==> src/pkg/atp_pkg.sv <==
/*
 * Constants shared by the pattern and frame configuration block:
 * register offsets, field positions, write masks, reset values,
 * pattern codes and serial frame sizes.
 * Assumes one 100 MHz clock and a 3-wire serial control port.
 */
package atp_pkg;

    // ****************************************************************
    // Widths and depths
    // ****************************************************************
    localparam int unsigned DATA_W     = 18;
    localparam int unsigned ADDR_W     = 7;
    localparam int unsigned FIFO_DEPTH = 8;
    localparam int unsigned FRAME_BITS = 16;
    localparam int unsigned HDR_BITS   = 8;

    // ****************************************************************
    // Register offsets
    // ****************************************************************
    localparam logic [6:0] REG_INPUT_TYPE = 7'h11;
    localparam logic [6:0] REG_RELOAD     = 7'h13;
    localparam logic [6:0] REG_PAT_LOW    = 7'h14;
    localparam logic [6:0] REG_PAT_MID    = 7'h15;
    localparam logic [6:0] REG_PAT_HIGH   = 7'h16;
    localparam logic [6:0] REG_FRAME_CLK  = 7'h19;

    // ****************************************************************
    // Reset values and writable bits (reserved bits stay zero)
    // ****************************************************************
    localparam logic [7:0] RST_INPUT_TYPE  = 8'h00;
    localparam logic [7:0] RST_RELOAD      = 8'h00;
    localparam logic [7:0] RST_PAT         = 8'h00;
    localparam logic [7:0] RST_FRAME_CLK   = 8'h00;
    localparam logic [7:0] MASK_INPUT_TYPE = 8'h30;
    localparam logic [7:0] MASK_RELOAD     = 8'h01;
    localparam logic [7:0] MASK_PAT        = 8'hFF;
    localparam logic [7:0] MASK_FRAME_CLK  = 8'h91;

    // ****************************************************************
    // Field positions
    // ****************************************************************
    localparam int unsigned BIT_SE_A       = 5;
    localparam int unsigned BIT_SE_B       = 4;
    localparam int unsigned BIT_RELOAD     = 0;
    localparam int unsigned PAT_B_LSB      = 5;
    localparam int unsigned PAT_A_LSB      = 2;
    localparam int unsigned BIT_FC_SOURCE  = 7;
    localparam int unsigned BIT_FC_DIVIDE  = 4;
    localparam int unsigned BIT_FC_STRETCH = 0;

    // ****************************************************************
    // Test pattern select codes
    // ****************************************************************
    localparam logic [2:0] PAT_NORMAL = 3'h0;
    localparam logic [2:0] PAT_RAMP   = 3'h2;
    localparam logic [2:0] PAT_CONST  = 3'h3;

endpackage

==> src/hdl/atp_fifo.sv <==
/*
 * Small synchronous FIFO with valid/ready on both sides.
 * Assumes both sides run on clk; storage is flip-flops.
 */
module atp_fifo #(
    parameter int unsigned WIDTH = 36,
    parameter int unsigned DEPTH = 8
) (
    // Clock and reset
    input  wire logic             clk,
    input  wire logic             nrst,
    // Filling side
    input  wire logic             in_valid,
    output logic                  in_ready,
    input  wire logic [WIDTH-1:0] in_data,
    // Draining side
    output logic                  out_valid,
    input  wire logic             out_ready,
    output logic      [WIDTH-1:0] out_data
);
    localparam int unsigned PW = $clog2(DEPTH);

    typedef struct packed {
        logic [DEPTH-1:0][WIDTH-1:0] mem;
        logic [PW-1:0]               wp;
        logic [PW-1:0]               rp;
        logic [PW:0]                 cnt;
    } atp_fifo_state_t;

    atp_fifo_state_t q;
    atp_fifo_state_t d;
    logic            push;
    logic            pop;

    // Honest full and empty flags
    assign in_ready  = (q.cnt != (PW+1)'(DEPTH));
    assign out_valid = (q.cnt != '0);
    assign out_data  = q.mem[q.rp];
    assign push      = in_valid && in_ready;
    assign pop       = out_valid && out_ready;

    // Pointer and count update
    always_comb begin
        d = q;
        if (push) begin
            d.mem[q.wp] = in_data;
            d.wp        = q.wp + PW'(1);
        end
        if (pop) begin
            d.rp = q.rp + PW'(1);
        end
        d.cnt = q.cnt + (PW+1)'(push) - (PW+1)'(pop);
    end

    // State register
    always_ff @(posedge clk) begin
        if (!nrst) begin
            q <= '0;
        end else begin
            q <= d;
        end
    end
endmodule

==> src/hdl/atp_spi_slave.sv <==
/*
 * Serial control port slave: 16-bit frames, read flag, 7-bit
 * address, 8-bit data, most significant bit first.
 * Assumes pins come from outside the clk domain and are synchronised
 * here; read data is returned combinationally by the register file.
 */
module atp_spi_slave (
    // Clock and reset
    input  wire logic       clk,
    input  wire logic       nrst,
    // Serial pins
    input  wire logic       spi_sen_n,
    input  wire logic       spi_sclk,
    input  wire logic       spi_sdio_in,
    output logic            spi_sdio_out,
    output logic            spi_sdio_oe,
    // Register side
    output logic            wr_en,
    output logic      [6:0] reg_addr,
    output logic      [7:0] wr_data,
    input  wire logic [7:0] rd_data
);
    typedef struct packed {
        logic [1:0]  sen_s;
        logic [2:0]  sclk_s;
        logic [1:0]  sdi_s;
        logic [4:0]  cnt;
        logic [15:0] sh;
        logic [7:0]  rd_sh;
        logic        oe;
        logic        sdo;
        logic        wr;
        logic [6:0]  addr;
        logic [7:0]  wdata;
    } atp_spi_state_t;

    atp_spi_state_t q;
    atp_spi_state_t d;
    logic           rise;
    logic           fall;

    assign spi_sdio_out = q.sdo;
    assign spi_sdio_oe  = q.oe;
    assign wr_en        = q.wr;
    assign reg_addr     = q.addr;
    assign wr_data      = q.wdata;
    // Edges seen from the second and third stages only
    assign rise = q.sclk_s[1] && !q.sclk_s[2];
    assign fall = !q.sclk_s[1] && q.sclk_s[2];

    // Frame shifting, write pulse and read return
    always_comb begin
        d        = q;
        d.wr     = 1'b0;
        d.sen_s  = {q.sen_s[0], spi_sen_n};
        d.sclk_s = {q.sclk_s[1:0], spi_sclk};
        d.sdi_s  = {q.sdi_s[0], spi_sdio_in};
        if (q.sen_s[1]) begin
            d.cnt = 5'h00;
            d.oe  = 1'b0;
        end else begin
            if (rise && q.cnt < 5'(atp_pkg::FRAME_BITS)) begin
                d.sh  = {q.sh[14:0], q.sdi_s[1]};
                d.cnt = q.cnt + 5'h01;
                if (q.cnt == 5'(atp_pkg::HDR_BITS - 1)) begin
                    d.addr = {q.sh[5:0], q.sdi_s[1]};
                end
                if (q.cnt == 5'(atp_pkg::FRAME_BITS - 1) && !q.sh[14]) begin
                    d.wr    = 1'b1;
                    d.wdata = {q.sh[6:0], q.sdi_s[1]};
                end
            end
            if (fall && q.sh[7] && q.cnt == 5'(atp_pkg::HDR_BITS)) begin
                d.oe    = 1'b1;
                d.sdo   = rd_data[7];
                d.rd_sh = {rd_data[6:0], 1'b0};
            end else if (fall && q.oe) begin
                d.sdo   = q.rd_sh[7];
                d.rd_sh = {q.rd_sh[6:0], 1'b0};
            end
        end
    end

    // State register; idle pins read as deselected
    always_ff @(posedge clk) begin
        if (!nrst) begin
            q       <= '0;
            q.sen_s <= 2'h3;
        end else begin
            q <= d;
        end
    end
endmodule

==> src/hdl/atp_top.sv <==
/*
 * Pattern insertion and frame clock configuration for a dual channel
 * converter: control registers, test pattern insertion ahead of the
 * bit mapper, sample FIFO and frame clock selection.
 * Assumes samples, frame clock levels and the mapper all run on clk;
 * the serial port pins are asynchronous and are synchronised inside.
 */
// Operation
// - Input type bit 0 means differential, 1 single ended; A bit 5, B bit 4.
// - Mapping reloads only after reload bit written 1 then 0.
// - Reload clears earlier settings; host programs it first.
// - 18-bit pattern over three registers: constant value and ramp step.
// - Constant mode outputs pattern value aligned from the sample MSB.
// - Channel B select bits 7-5: 000 normal, 010 ramp, 011 constant.
// - Channel A select bits 4-2 use the same encoding.
// - Patterns enter before the bit mapper at native resolution.
// - Frame clock source 0 takes the frame clock from the core.
// - Stretch bit 1 makes the frame clock span both channels; here the bit only drives frame_clock_stretch, frame_clock is not stretched.
module atp_top (
    // Clock and reset
    input  wire logic        clk,
    input  wire logic        nrst,
    // Serial control port
    input  wire logic        spi_sen_n,
    input  wire logic        spi_sclk,
    input  wire logic        spi_sdio_in,
    output logic             spi_sdio_out,
    output logic             spi_sdio_oe,
    // Converter samples, native resolution from the MSB
    input  wire logic        sample_valid,
    output logic             sample_ready,
    input  wire logic [17:0] sample_a,
    input  wire logic [17:0] sample_b,
    // Words towards the bit mapper
    output logic             mapper_valid,
    input  wire logic        mapper_ready,
    output logic      [17:0] mapper_a,
    output logic      [17:0] mapper_b,
    // Input and mapping controls
    output logic             single_ended_chan_a,
    output logic             single_ended_chan_b,
    output logic             mapping_reload,
    // Frame clock
    input  wire logic        core_frame_clock,
    input  wire logic        ddc_frame_clock,
    output logic             frame_clock,
    output logic             frame_clock_source,
    output logic             frame_clock_divide,
    output logic             frame_clock_stretch
);
    // ****************************************************************
    // State
    // ****************************************************************
    typedef struct packed {
        logic [7:0]  input_type_select;
        logic [7:0]  mapping_reload_strobe;
        logic [7:0]  pattern_value_low;
        logic [7:0]  pattern_value_mid;
        logic [7:0]  pattern_select_and_high;
        logic [7:0]  frame_clock_config;
        logic        armed;
        logic        reload_pulse;
        logic [17:0] ramp_a;
        logic [17:0] ramp_b;
        logic        frame_clock;
    } atp_state_t;

    atp_state_t  q;
    atp_state_t  d;
    logic        wr_en;
    logic [6:0]  reg_addr;
    logic [7:0]  wr_data;
    logic [7:0]  rd_data;
    logic [17:0] pattern_value;
    logic [2:0]  pattern_select_chan_a;
    logic [2:0]  pattern_select_chan_b;
    logic [17:0] word_a;
    logic [17:0] word_b;
    logic        accept;

    // ****************************************************************
    // Serial port
    // ****************************************************************
    atp_spi_slave u_spi (
        .clk          (clk),
        .nrst         (nrst),
        .spi_sen_n    (spi_sen_n),
        .spi_sclk     (spi_sclk),
        .spi_sdio_in  (spi_sdio_in),
        .spi_sdio_out (spi_sdio_out),
        .spi_sdio_oe  (spi_sdio_oe),
        .wr_en        (wr_en),
        .reg_addr     (reg_addr),
        .wr_data      (wr_data),
        .rd_data      (rd_data)
    );

    // Read back; unmapped offsets read zero
    always_comb begin
        unique case (reg_addr)
            atp_pkg::REG_INPUT_TYPE: rd_data = q.input_type_select;
            atp_pkg::REG_RELOAD:     rd_data = q.mapping_reload_strobe;
            atp_pkg::REG_PAT_LOW:    rd_data = q.pattern_value_low;
            atp_pkg::REG_PAT_MID:    rd_data = q.pattern_value_mid;
            atp_pkg::REG_PAT_HIGH:   rd_data = q.pattern_select_and_high;
            atp_pkg::REG_FRAME_CLK:  rd_data = q.frame_clock_config;
            default:                 rd_data = 8'h00;
        endcase
    end

    // ****************************************************************
    // Register fields
    // ****************************************************************
    assign pattern_value = {q.pattern_select_and_high[1:0],
                            q.pattern_value_mid,
                            q.pattern_value_low};
    assign pattern_select_chan_a =
        q.pattern_select_and_high[atp_pkg::PAT_A_LSB +: 3];
    assign pattern_select_chan_b =
        q.pattern_select_and_high[atp_pkg::PAT_B_LSB +: 3];
    assign single_ended_chan_a =
        q.input_type_select[atp_pkg::BIT_SE_A];
    assign single_ended_chan_b =
        q.input_type_select[atp_pkg::BIT_SE_B];
    assign mapping_reload      = q.reload_pulse;
    assign frame_clock_source  = q.frame_clock_config[atp_pkg::BIT_FC_SOURCE];
    assign frame_clock_divide  = q.frame_clock_config[atp_pkg::BIT_FC_DIVIDE];
    assign frame_clock_stretch =
        q.frame_clock_config[atp_pkg::BIT_FC_STRETCH];
    assign frame_clock         = q.frame_clock;

    // ****************************************************************
    // Pattern insertion ahead of the bit mapper
    // ****************************************************************
    // Ramp, constant from the MSB, or the converter word; unused codes pass
    always_comb begin
        unique case (pattern_select_chan_a)
            atp_pkg::PAT_RAMP:  word_a = q.ramp_a;
            atp_pkg::PAT_CONST: word_a = pattern_value;
            default:            word_a = sample_a;
        endcase
        unique case (pattern_select_chan_b)
            atp_pkg::PAT_RAMP:  word_b = q.ramp_b;
            atp_pkg::PAT_CONST: word_b = pattern_value;
            default:            word_b = sample_b;
        endcase
    end

    // FIFO back-pressure stalls the converter side
    assign accept = sample_valid && sample_ready;

    atp_fifo #(
        .WIDTH (2 * atp_pkg::DATA_W),
        .DEPTH (atp_pkg::FIFO_DEPTH)
    ) u_fifo (
        .clk       (clk),
        .nrst      (nrst),
        .in_valid  (sample_valid),
        .in_ready  (sample_ready),
        .in_data   ({word_a, word_b}),
        .out_valid (mapper_valid),
        .out_ready (mapper_ready),
        .out_data  ({mapper_a, mapper_b})
    );

    // ****************************************************************
    // Next state
    // ****************************************************************
    always_comb begin
        d              = q;
        d.reload_pulse = 1'b0;
        // Ramps step by the pattern value per accepted sample
        if (pattern_select_chan_a != atp_pkg::PAT_RAMP) begin
            d.ramp_a = 18'h00000;
        end else if (accept) begin
            d.ramp_a = q.ramp_a + pattern_value;
        end
        if (pattern_select_chan_b != atp_pkg::PAT_RAMP) begin
            d.ramp_b = 18'h00000;
        end else if (accept) begin
            d.ramp_b = q.ramp_b + pattern_value;
        end
        // Frame clock from the core unless the source bit picks the DDC
        d.frame_clock = frame_clock_source ? ddc_frame_clock
                                           : core_frame_clock;
        // Register writes, reserved bits masked to zero
        if (wr_en) begin
            unique case (reg_addr)
                atp_pkg::REG_INPUT_TYPE: begin
                    d.input_type_select =
                        wr_data & atp_pkg::MASK_INPUT_TYPE;
                end
                atp_pkg::REG_RELOAD: begin
                    d.mapping_reload_strobe =
                        wr_data & atp_pkg::MASK_RELOAD;
                end
                atp_pkg::REG_PAT_LOW: begin
                    d.pattern_value_low = wr_data & atp_pkg::MASK_PAT;
                end
                atp_pkg::REG_PAT_MID: begin
                    d.pattern_value_mid = wr_data & atp_pkg::MASK_PAT;
                end
                atp_pkg::REG_PAT_HIGH: begin
                    d.pattern_select_and_high = wr_data & atp_pkg::MASK_PAT;
                end
                atp_pkg::REG_FRAME_CLK: begin
                    d.frame_clock_config =
                        wr_data & atp_pkg::MASK_FRAME_CLK;
                end
                default: begin
                end
            endcase
        end
        // Reload fires when a set bit is written back to zero
        if (wr_en && reg_addr == atp_pkg::REG_RELOAD) begin
            if (wr_data[atp_pkg::BIT_RELOAD]) begin
                d.armed = 1'b1;
            end else if (q.armed) begin
                d.armed        = 1'b0;
                d.reload_pulse = 1'b1;
                // Reload wipes all earlier configuration writes
                d.input_type_select       = atp_pkg::RST_INPUT_TYPE;
                d.pattern_value_low       = atp_pkg::RST_PAT;
                d.pattern_value_mid       = atp_pkg::RST_PAT;
                d.pattern_select_and_high = atp_pkg::RST_PAT;
                d.frame_clock_config      = atp_pkg::RST_FRAME_CLK;
                d.ramp_a                  = 18'h00000;
                d.ramp_b                  = 18'h00000;
            end
        end
    end

    // State register
    always_ff @(posedge clk) begin
        if (!nrst) begin
            q                         <= '0;
            q.input_type_select       <= atp_pkg::RST_INPUT_TYPE;
            q.mapping_reload_strobe   <= atp_pkg::RST_RELOAD;
            q.pattern_value_low       <= atp_pkg::RST_PAT;
            q.pattern_value_mid       <= atp_pkg::RST_PAT;
            q.pattern_select_and_high <= atp_pkg::RST_PAT;
            q.frame_clock_config      <= atp_pkg::RST_FRAME_CLK;
        end else begin
            q <= d;
        end
    end

    // ****************************************************************
    // Checks
    // ****************************************************************
    a_se_chan_a:
    assert property (@(posedge clk) disable iff (!nrst)
        wr_en && reg_addr == atp_pkg::REG_INPUT_TYPE
        && wr_data[atp_pkg::BIT_SE_A] |=> single_ended_chan_a)
        else $error("channel A single ended not taken");

    a_reload_cause:
    assert property (@(posedge clk) disable iff (!nrst)
        mapping_reload |-> $past(wr_en) && $past(q.armed)
        && $past(reg_addr) == atp_pkg::REG_RELOAD && !$past(wr_data[0]))
        else $error("reload without a one then zero write");

    a_reload_wipes:
    assert property (@(posedge clk) disable iff (!nrst)
        mapping_reload |-> pattern_value == 18'h00000
        && q.frame_clock_config == 8'h00
        && q.input_type_select == 8'h00)
        else $error("reload left configuration in place");

    a_ramp_step:
    assert property (@(posedge clk) disable iff (!nrst)
        accept && !wr_en && pattern_select_chan_a == atp_pkg::PAT_RAMP
        |=> q.ramp_a == $past(q.ramp_a) + $past(pattern_value))
        else $error("ramp did not advance by the step");

    a_const_word:
    assert property (@(posedge clk) disable iff (!nrst)
        pattern_select_chan_b == atp_pkg::PAT_CONST
        |-> word_b == pattern_value)
        else $error("constant pattern not on channel B");

    a_normal_pass:
    assert property (@(posedge clk) disable iff (!nrst)
        pattern_select_chan_a == atp_pkg::PAT_NORMAL |-> word_a == sample_a)
        else $error("normal mode does not pass samples");

    a_source_core:
    assert property (@(posedge clk) disable iff (!nrst)
        !frame_clock_source && !wr_en
        |=> frame_clock == $past(core_frame_clock))
        else $error("frame clock not from core");

    a_stretch_set:
    assert property (@(posedge clk) disable iff (!nrst)
        wr_en && reg_addr == atp_pkg::REG_FRAME_CLK && wr_data[0]
        ##1 !mapping_reload |-> frame_clock_stretch)
        else $error("stretch bit not applied");

    a_reserved_zero:
    assert property (@(posedge clk) disable iff (!nrst)
        (q.input_type_select & ~atp_pkg::MASK_INPUT_TYPE) == 8'h00
        && (q.frame_clock_config & ~atp_pkg::MASK_FRAME_CLK) == 8'h00)
        else $error("reserved bits not held at zero");
endmodule

==> config.mk <==
export PLATFORM = sky130hd
export DESIGN_NAME = atp_top
export DESIGN_NICKNAME = d
export VERILOG_FILES = /design/src/pkg/atp_pkg.sv /design/src/hdl/atp_fifo.sv /design/src/hdl/atp_spi_slave.sv /design/src/hdl/atp_top.sv
export SDC_FILE = /design/constraint.sdc
export NUM_CORES = 1
export LEC_CHECK = 0
export BUFFER_PORTS_ARGS = -buffer_cell sky130_fd_sc_hd__buf_2
export CAP_MARGIN = 20
export CORE_ASPECT_RATIO = 0.5
export CORE_UTILIZATION = 50
export CTS_CLUSTER_DIAMETER = 150
export DETAILED_ROUTE_END_ITERATION = 8
export PLACE_DENSITY = 0.67
export SLEW_MARGIN = 20
export SYNTH_ARGS = -nofsm -noshare
export SYNTH_HDL_FRONTEND = slang
export SYNTH_SLANG_ARGS = --single-unit
==> constraint.sdc <==
create_clock -name clk -period 3.6 [get_ports clk]
set_input_delay 0 -clock clk [delete_from_list [all_inputs] [get_ports clk]]
set_output_delay 0 -clock clk [all_outputs]
set_load 0.005 [all_outputs]
* Word level (Yosys, flattened, before mapping) *
Index checks and enable logic that the tools add are counted.

storage, ports and cells
  register bits after elaboration = 431
  logic and storage cells = 121
  output and inout port bits = 47
  input port bits = 45

cells by class
  equality and inequality tests = 16
  order comparisons = 4
  mux-type cells = 33
  reduce and logical (&&, ||, !) cells = 24
  bitwise gates (word level) = 4
  $add $sub $neg = 7

operator list
  cell                                                                          count
  288-bit bitwise mux                                                           1
  70-bit two-way mux                                                            2
  36-bit binary-select mux with 3-bit select                                    1
  36-bit demux with 3-bit select                                                1
  8-bit two-way mux                                                             10
  18-bit two-way mux                                                            4
  36-bit two-way mux                                                            2
  18-bit case mux with 2 select lines                                           2
  48-bit two-way mux                                                            1
  8-bit case mux with 6 select lines                                            1
  7-bit by 5-bit equality test with 1-bit output, second input constant         6
  37-bit two-way mux                                                            1
  18-bit adder                                                                  2
  32-bit two-way mux                                                            1
  3-bit by 2-bit equality test with 1-bit output, second input constant         4
  1-bit logical AND                                                             11
  5-bit by 4-bit equality test with 1-bit output, second input constant         2
  3-bit by 4-bit less-than comparator with 1-bit output, second input constant  2
  3-bit by 1-bit adder with 3-bit output, second input constant                 2
  1-bit two-way mux                                                             6
  3-bit by 2-bit inequality test with 1-bit output, second input constant       2
  2-bit AND reduction                                                           3
  3-bit AND reduction                                                           2
  3-bit OR reduction                                                            2
  other kinds (12)                                                              17

* Logic depth before layout (Yosys ltp) *
Gate-level depths: netlist (run 1).

  word-level depth = 7
  gate-level depth with buffers = 12
  mapped depth without buffers = 12

* Cells and area by module *
Synthesis (run 1) repeated with hierarchy kept, for this count alone.

unflattened totals
  cells, all modules = 2143
  area, all modules = 20692.3 sq um

by module, submodules not included
  module         sequential area each (sq um)  area each (sq um)  times used  cells each
  atp_fifo       5965.7                        13038.8            1           1171
  atp_top        1581.5                        5406.4             1           714
  atp_spi_slave  1041.0                        2247.2             1           258

* Least setup slack after synthesis (run 1) *
OpenSTA, ideal clock, no wires.

  kind = register -> register
  start = reg u_fifo.q[2] (netlist name)
  end = reg u_fifo.q[2] (netlist name)
  slack = 1245 ps
  data required time = 3472 ps
  library setup time = 128 ps
  period minus slack after synthesis = 2355 ps
  arrival = 2227 ps
  cell stages (with the launch flop) = 13
  path buffers = 2
  cell sequence = dfxtp_1 inv_1 ha_1 nand2_1 nand2_1 clkinv_1 clkbuf_1 buf_1 ha_1 inv_1 fa_1 xor2_1 nor2_1

between the ends
  longest elaborated chain between the ends = 4
  elaborated cells between the ends (all ways) = 6
  classes of those cells = add/sub (2); eq/ne (1); reduce/logical (3)

RTL lines
  what                                         RTL line        RTL
  start: declaration                           atp_fifo.sv:30  atp_fifo_state_t q;
  start signal: assignment                     atp_fifo.sv:58  q <= '0;
  start signal: assignment                     atp_fifo.sv:60  q <= d;
  4-bit inequality test                        atp_fifo.sv:36  assign in_ready = (q.cnt != (PW+1)'(DEPTH));
  net sample_ready                             atp_top.sv:31   output logic sample_ready,
  1-bit logical AND                            --
  net accept                                   atp_top.sv:79   logic accept;
  4-bit by 1-bit adder with 4-bit output       atp_fifo.sv:52  d.cnt = q.cnt + (PW+1)'(push) - (PW+1)'(pop);
  4-bit by 1-bit subtractor with 4-bit output  atp_fifo.sv:52

The timed path passes the listed nets, and every way through them passes these cells.
A chain may end at the register's enable or synchronous reset.

* Final worst setup path (run 1) *
  start = reg q (netlist bit pattern_select_chan_a[0])
  end = reg u_fifo.q[143] (netlist name)

between the ends
  longest elaborated chain between the ends = 3
  elaborated cells between the ends (all ways) = 4
  classes of those cells = eq/ne (2); mux (2)

RTL lines
  what                                            RTL line        RTL
  start: declaration                              atp_top.sv:68   atp_state_t q;
  3-bit by 2-bit equality test with 1-bit output  atp_top.sv:137  unique case (pattern_select_chan_a)
  18-bit case mux with 2 select lines (*)         atp_top.sv:137
  288-bit bitwise mux (*)                         atp_fifo.sv:46  d.mem[q.wp] = in_data;

Mark *: on every way between the ends. The rest lies on a longest branch, timed or not.

==> flow_metrics.tcl, run 1 <==
set metrics [dict create \
    status "finished clean" \
    p_total_mw 11.2 \
    synth_edf_count 0 \
    root_buffer "clkbuf_16" \
    holdPathStages 5 \
    fin_crit_sh 0.756 \
    dp_hpwl_microns 33000 \
    rsz0062_at_grt "false" \
    wl_microns 51600 \
    fin_worst_skew_ps 21.6 \
    synth_seq_cells 429 \
    final_cell_mix "dfxtp_1 (426), nor2_1 (421), a21oi_1 (406)" \
    fillCellCount 3515 \
    hp-start "sample_a[13]" \
    cts_resized 0 \
    netlist_instances 2327 \
    yosysWarnings 0 \
    viasPerCell 5.57 \
    syn_to_final_growth_pct 12.1 \
    final_net_count 2451 \
    gp_congestion 0.904 \
    grt_use_total 0.250 \
    dp_worst_setup_slack_ps 908 \
    rows 51 \
    ioPinCount 92 \
    die_h_microns 144 \
    grt_first_pass_wirelength_microns 82200 \
    fmax_mhz 367 \
    critPathMostFrequentCell "nor2_1" \
    cts_buffers 39 \
    final-setup-viol-count 0 \
    hold_path.class "input port to register" \
    firstDrtPassIters 5 \
    ff2ff_path_depth 7 \
    final_cells 2917 \
    drv_slew 0 \
    synth.avg_cell_area_sq_um 8.63 \
    slowest_delay_ps 920 \
    first_global_vias 15523 \
    cp.arrival_ps 3140 \
    crit_family "flip-flops" \
    tns_ps 0 \
    critPathKind "register to register" \
    io_buffer_count 91 \
    fin_worst_hold_slack_ps 8.58 \
    cts.path.max_buffers 3 \
    whs_endpoint "u_fifo.q[293]" \
    core_area_sq_um 39200 \
    synth-main-ff-cell "dfxtp_1" \
    clock-sinks 429 \
    syn-cell-area_sq_um 20100 \
    synthArstFlopShare 0 \
    drive_gt1_frac 0.199 \
    fp.dieW_microns 286 \
    cts_tree "done" \
    grt_max_degree 105 \
    placedCellCount 2828 \
    min_period_ps 2720 \
    antenna_left 0 \
    worst-path-buf-inv 1 \
    syn_nets 2420 \
    path_cells "buf_4, mux2i_1, nor2_1, a21oi_1, nor2_1, a21oi_1, nor2_1" \
    leakagePower_nw 8.44 \
    clk_latency_ps 560 \
    initial_utilization 0.512 \
    reg2reg_slack_ps 880 \
    slew_headroom 0.314 \
    tightest_slew_ps 1030 \
    critPathCaptureType "register" \
    ff_latch_area_sq_um 8600 \
    dr.first_iter.drc_count 1320 \
    final_util 0.574 \
    powerDensity_nw_per_um2 498 \
    maxCapViolations 0 \
    stdcell_area_sq_um 22500 \
    hold_violations 0 \
    via_count 16246 \
    seq_area_frac_synth 0.427 \
    diodes 0 \
    overflow 0 \
    peakVddDrop_uv 268 \
    clkTransAtPathRegs_ps 60 \
    place_area_sq_um 21000 \
    wl_per_cell_microns 17.7 \
    r2r_start "pattern_select_chan_a[0]" \
    cp.required_ps 4020 \
    cp-start-kind "register" \
    rr_endpoint "u_fifo.q[143]" \
    antenna_found_initial 0 \
    crit_fanout 16 \
    ctsHtreeMaxLevel 2 \
    synth_cell_types 68 \
    slowest_stage "dfxtp_1" \
    dieArea_sq_um 41000 \
    final.setup.worst_slack_ps 879 \
    multiInputGateArea_sq_um 10800 \
    drc 0 \
    final_common_cell "dfxtp_1" \
]
[routing by layer]
| layer | part of all wire | routed length (microns) | up-vias | GRT usage |
|---|---|---|---|---|
| met5 | 0.00087 | 45 | - | 0.00833 |
| met4 | 0.031 | 1620 | 2 | 0.0934 |
| met3 | 0.050 | 2590 | 77 | 0.0365 |
| met2 | 0.45 | 23200 | 382 | 0.401 |
| met1 | 0.47 | 24200 | 7759 | 0.344 |
| li1 | - | - | 8026 | - |
[Yosys cell counts (all sizes together) (2+ instances only)]
cell type  number  share of area
and2           17         0.0053
nand3b          4         0.0015
nand2b         10         0.0031
dfxtp         429           0.43
and3            8         0.0025
o21ai          22         0.0060
inv            22         0.0041
a21oi         406           0.10
fa              3         0.0030
or2           146          0.045
nand2         245          0.046
mux2           40          0.023
xnor2          15         0.0065
o21a           11         0.0041
xor2           12         0.0052
a22oi           7         0.0026
clkinv          2        0.00037
mux4           72          0.081
nor3b           2        0.00075
clkbuf        134          0.025
nor3           17         0.0054
a21o           13         0.0049
nor2b           9         0.0029
o22ai           2        0.00062
o2bb2ai         3         0.0013
nor4b           3         0.0024
nand4b          2        0.00087
nand4           5         0.0016
a221o           3         0.0015
nand3          38          0.010
buf            26         0.0072
a211oi         13         0.0056
a31oi           6         0.0019
mux2i          86          0.043
nor2          422          0.079
or3             7         0.0022
ha             45          0.028
o211ai          4         0.0015
[power breakdown]
group,leakage [nW],switching [mW],internal [mW]
Combinational,4.32,0.926,0.790
Sequential,3.47,0.218,4.92
Clock,0.657,1.88,2.49
[worst max path at each step]
| stage | cells after the start | end | start | slack (ps) |
|---|---|---|---|---|
| after floorplan | 12 | u_fifo.q[2] | u_fifo.q[2] | 1250 |
| after CTS | 7 | u_fifo.q[130] | pattern_select_chan_b[0] | 920 |
| after global placement | 7 | u_fifo.q[71] | pattern_select_chan_a[0] | 940 |
| final | 7 | u_fifo.q[143] | pattern_select_chan_a[0] | 880 |
| after detailed placement | 7 | u_fifo.q[130] | pattern_select_chan_b[0] | 910 |
| after global routing | 7 | u_fifo.q[201] | pattern_select_chan_b[0] | 640 |
[cell type report]
cell class / instances / share of cell area
Timing Repair Buffer: 150 / 0.0453
Sequential cell: 429 / 0.382
Clock inverter: 7 / 0.00444
Clock buffer: 63 / 0.0545
Multi-Input combinational cell: 1714 / 0.480
Inverter: 24 / 0.00433
Tap cell: 530 / 0.0294
[logic make-up after synthesis]
family                     count (synthesis)  synth area share
and+or+nand+nor                          940             0.211
AOI/OAI and AO/OA                        501             0.136
DFF                                      429             0.427
muxes                                    198             0.146
buffers and inverters                    184            0.0367
adders and majority gates                 48            0.0310
xor gates and xnor gates                  27            0.0118
[state kept, by name (all words and copies together) (netlist names)]
register	cells
u_spi.reg_addr	7
u_spi.spi_sdio_out	1
single_ended_chan_b	1
u_spi.wr_en	1
frame_clock	1
single_ended_chan_a	1
u_spi.q	30
q	48
pattern_select_chan_a	3
u_spi.d	4
pattern_value	18
pattern_select_chan_b	3
u_fifo.q	298
frame_clock_source	1
frame_clock_stretch	1
frame_clock_divide	1
mapping_reload	1
u_spi.spi_sdio_oe	1
u_spi.wr_data	8
[worst min-delay path, delay by kind of cell]
kind                   cells  cell delay (ps)
AO/OA/AOI/OAI              2              240
AND/OR/NAND/NOR            2              200
buffers and inverters      1               90
[what timing repair did]
| action | in CTS | in global routing |
|---|---|---|
| hold endpoints to repair | 29 | 0 |
| setup buffers | 0 | 0 |
| hold buffers | 19 | 0 |
Power figures use the tool's default switching activity.
==> inputs of run 2 (changes only) <==
- PLACE_DENSITY: 0.67 -> 0.7
- clock period: 3.6 -> 2.3 ns (I/O delays scaled with it)
==> flow_metrics.tcl, run 2 (synthesized netlist as in run 1, its figures left out) <==
set metrics [dict create \
    status "finished clean" \
    crit_family "multiplexers" \
    ioPinCount 92 \
    grt_max_degree 79 \
    powerDensity_nw_per_um2 749 \
    final_common_cell "dfxtp_1" \
    slowest_stage "mux4_2" \
    grt_first_pass_wirelength_microns 83000 \
    hp-start "sample_a[4]" \
    worst-path-buf-inv 2 \
    wl_per_cell_microns 17.8 \
    drive_gt1_frac 0.239 \
    largest_register_ffs 298 \
    wl_microns 53800 \
    fp.dieW_microns 286 \
    path_cells "buf_16, mux4_2, mux2_4, buf_6" \
    rows 51 \
    hold_path.class "input port to register" \
    crit_fanout 22 \
    leakagePower_nw 9.07 \
    tightest_slew_ps 799 \
    fin_crit_sh 0.999 \
    cp.required_ps 2300 \
    critPathKind "register to output port" \
    cts.path.max_buffers 3 \
    cts_tree "done" \
    first_global_vias 15453 \
    grt_use_total 0.254 \
    via_count 16800 \
    root_buffer "clkbuf_16" \
    viasPerCell 5.55 \
    fin_worst_skew_ps 34.0 \
    gp_congestion 0.929 \
    die_h_microns 144 \
    final_cells 3027 \
    largest_register "u_fifo.q" \
    antenna_found_initial 2 \
    ctsHtreeMaxLevel 2 \
    clock-sinks 429 \
    r2r_start "pattern_value[3]" \
    cp.arrival_ps 2300 \
    final_cell_mix "dfxtp_1 (423), nor2_1 (421), a21oi_1 (401)" \
    dieArea_sq_um 41000 \
    drv_slew 0 \
    dp_hpwl_microns 34800 \
    rsz0062_at_grt "true" \
    cts_buffers 39 \
    initial_utilization 0.512 \
    final.setup.worst_slack_ps 2.64 \
    io_buffer_count 91 \
    reg_top3 "u_fifo.q (298), q (48), u_spi.q (30)" \
    drc 0 \
    placedCellCount 2917 \
    slowest_delay_ps 550 \
    critPathCaptureType "output port" \
    final-setup-viol-count 0 \
    final_net_count 2560 \
    min_period_ps 2300 \
    hold_violations 0 \
    tns_ps 0 \
    clkTransAtPathRegs_ps 70 \
    firstDrtPassIters 5 \
    maxCapViolations 0 \
    fmax_mhz 435 \
    cp-start-kind "register" \
    overflow 0 \
    slew_headroom 0.463 \
    p_total_mw 17.9 \
    dp_worst_setup_slack_ps -104 \
    antenna_left 0 \
    core_area_sq_um 39200 \
    syn_to_final_growth_pct 18.6 \
    crit_path_start "u_fifo.q[4]" \
    peakVddDrop_uv 436 \
    clk_latency_ps 560 \
    fin_worst_hold_slack_ps 18.5 \
    dr.first_iter.drc_count 1247 \
]
## run 2: changes by cell type in the layout (fill, tap and decap cells not counted), sizes merged
cell / delta
clkbuf: -2
clkinvlp: +2
buf: +95
diode: +2
clkinv: +1
dlygate4sd3: +12
## run 2: worst register-to-register path, cell delays in order, from the launching register on
cell	delay, ps
dfxtp_1	370
ha_1	370
nand4_1	220
a31oi_4	250
a21o_1	200
a31o_2	190
mux2_4	300
o21a_1	170
nor3_1	110
## run 2: layer usage
metal / GRT usage / wire length [microns] / vias to the layer above
met3: 0.0390 / 3090 / 77
met1: 0.342 / 24500 / 8089
met5: 0 / 0 / -
li1: - / - / 8228
met4: 0.0794 / 1330 / 0
met2: 0.420 / 24900 / 406
## run 2: repair_timing
action                                  4_1_cts  5_1_grt
endpoints found under the setup margin       22       33
hold endpoints to repair                     91        0
pin swaps                                    10       14
cloned                                        0        3
hold buffers                                 31        0
resized for setup                            31       32
buffers inserted                              2        3
## run 2: power by group
| group | internal, mW | total [mW] | switching, mW |
|---|---|---|---|
| Combinational | 1.53 | 3.27 | 1.73 |
| Clock | 3.80 | 6.69 | 2.89 |
| Sequential | 7.70 | 7.90 | 0.193 |
| Total | 13.0 | 17.9 | 4.82 |
## run 2: worst paths after layout
| path | slack (ps) | depth (start not counted) | to |
|---|---|---|---|
| setup / recovery | 3 | 4 | mapper_a[8] |
| setup reg to reg | 20 | 8 | q[18] |
| hold reg to reg | 410 | 1 | u_spi.q[53] |
| hold / removal | 20 | 6 | u_fifo.q[212] |
## run 2: cell type report
type / count / area (sq um)
diodes: 2 / 5.00
clock buffers: 59 / 1180
clock inverters: 10 / 120
fillers: 3308 / 15400
inverters: 24 / 97.6
multi-input cells: 1714 / 11000
flip-flops and latches: 429 / 8600
well taps: 530 / 663
repair buffers: 259 / 2160
## run 2: metrics by stage
stage               cell area [sq um]   util
floorplan                       20100      -
global placement                21800  0.556
detailed placement              21800  0.556
CTS                             23600  0.601
global route                    23800  0.607
finish                          23800  0.607
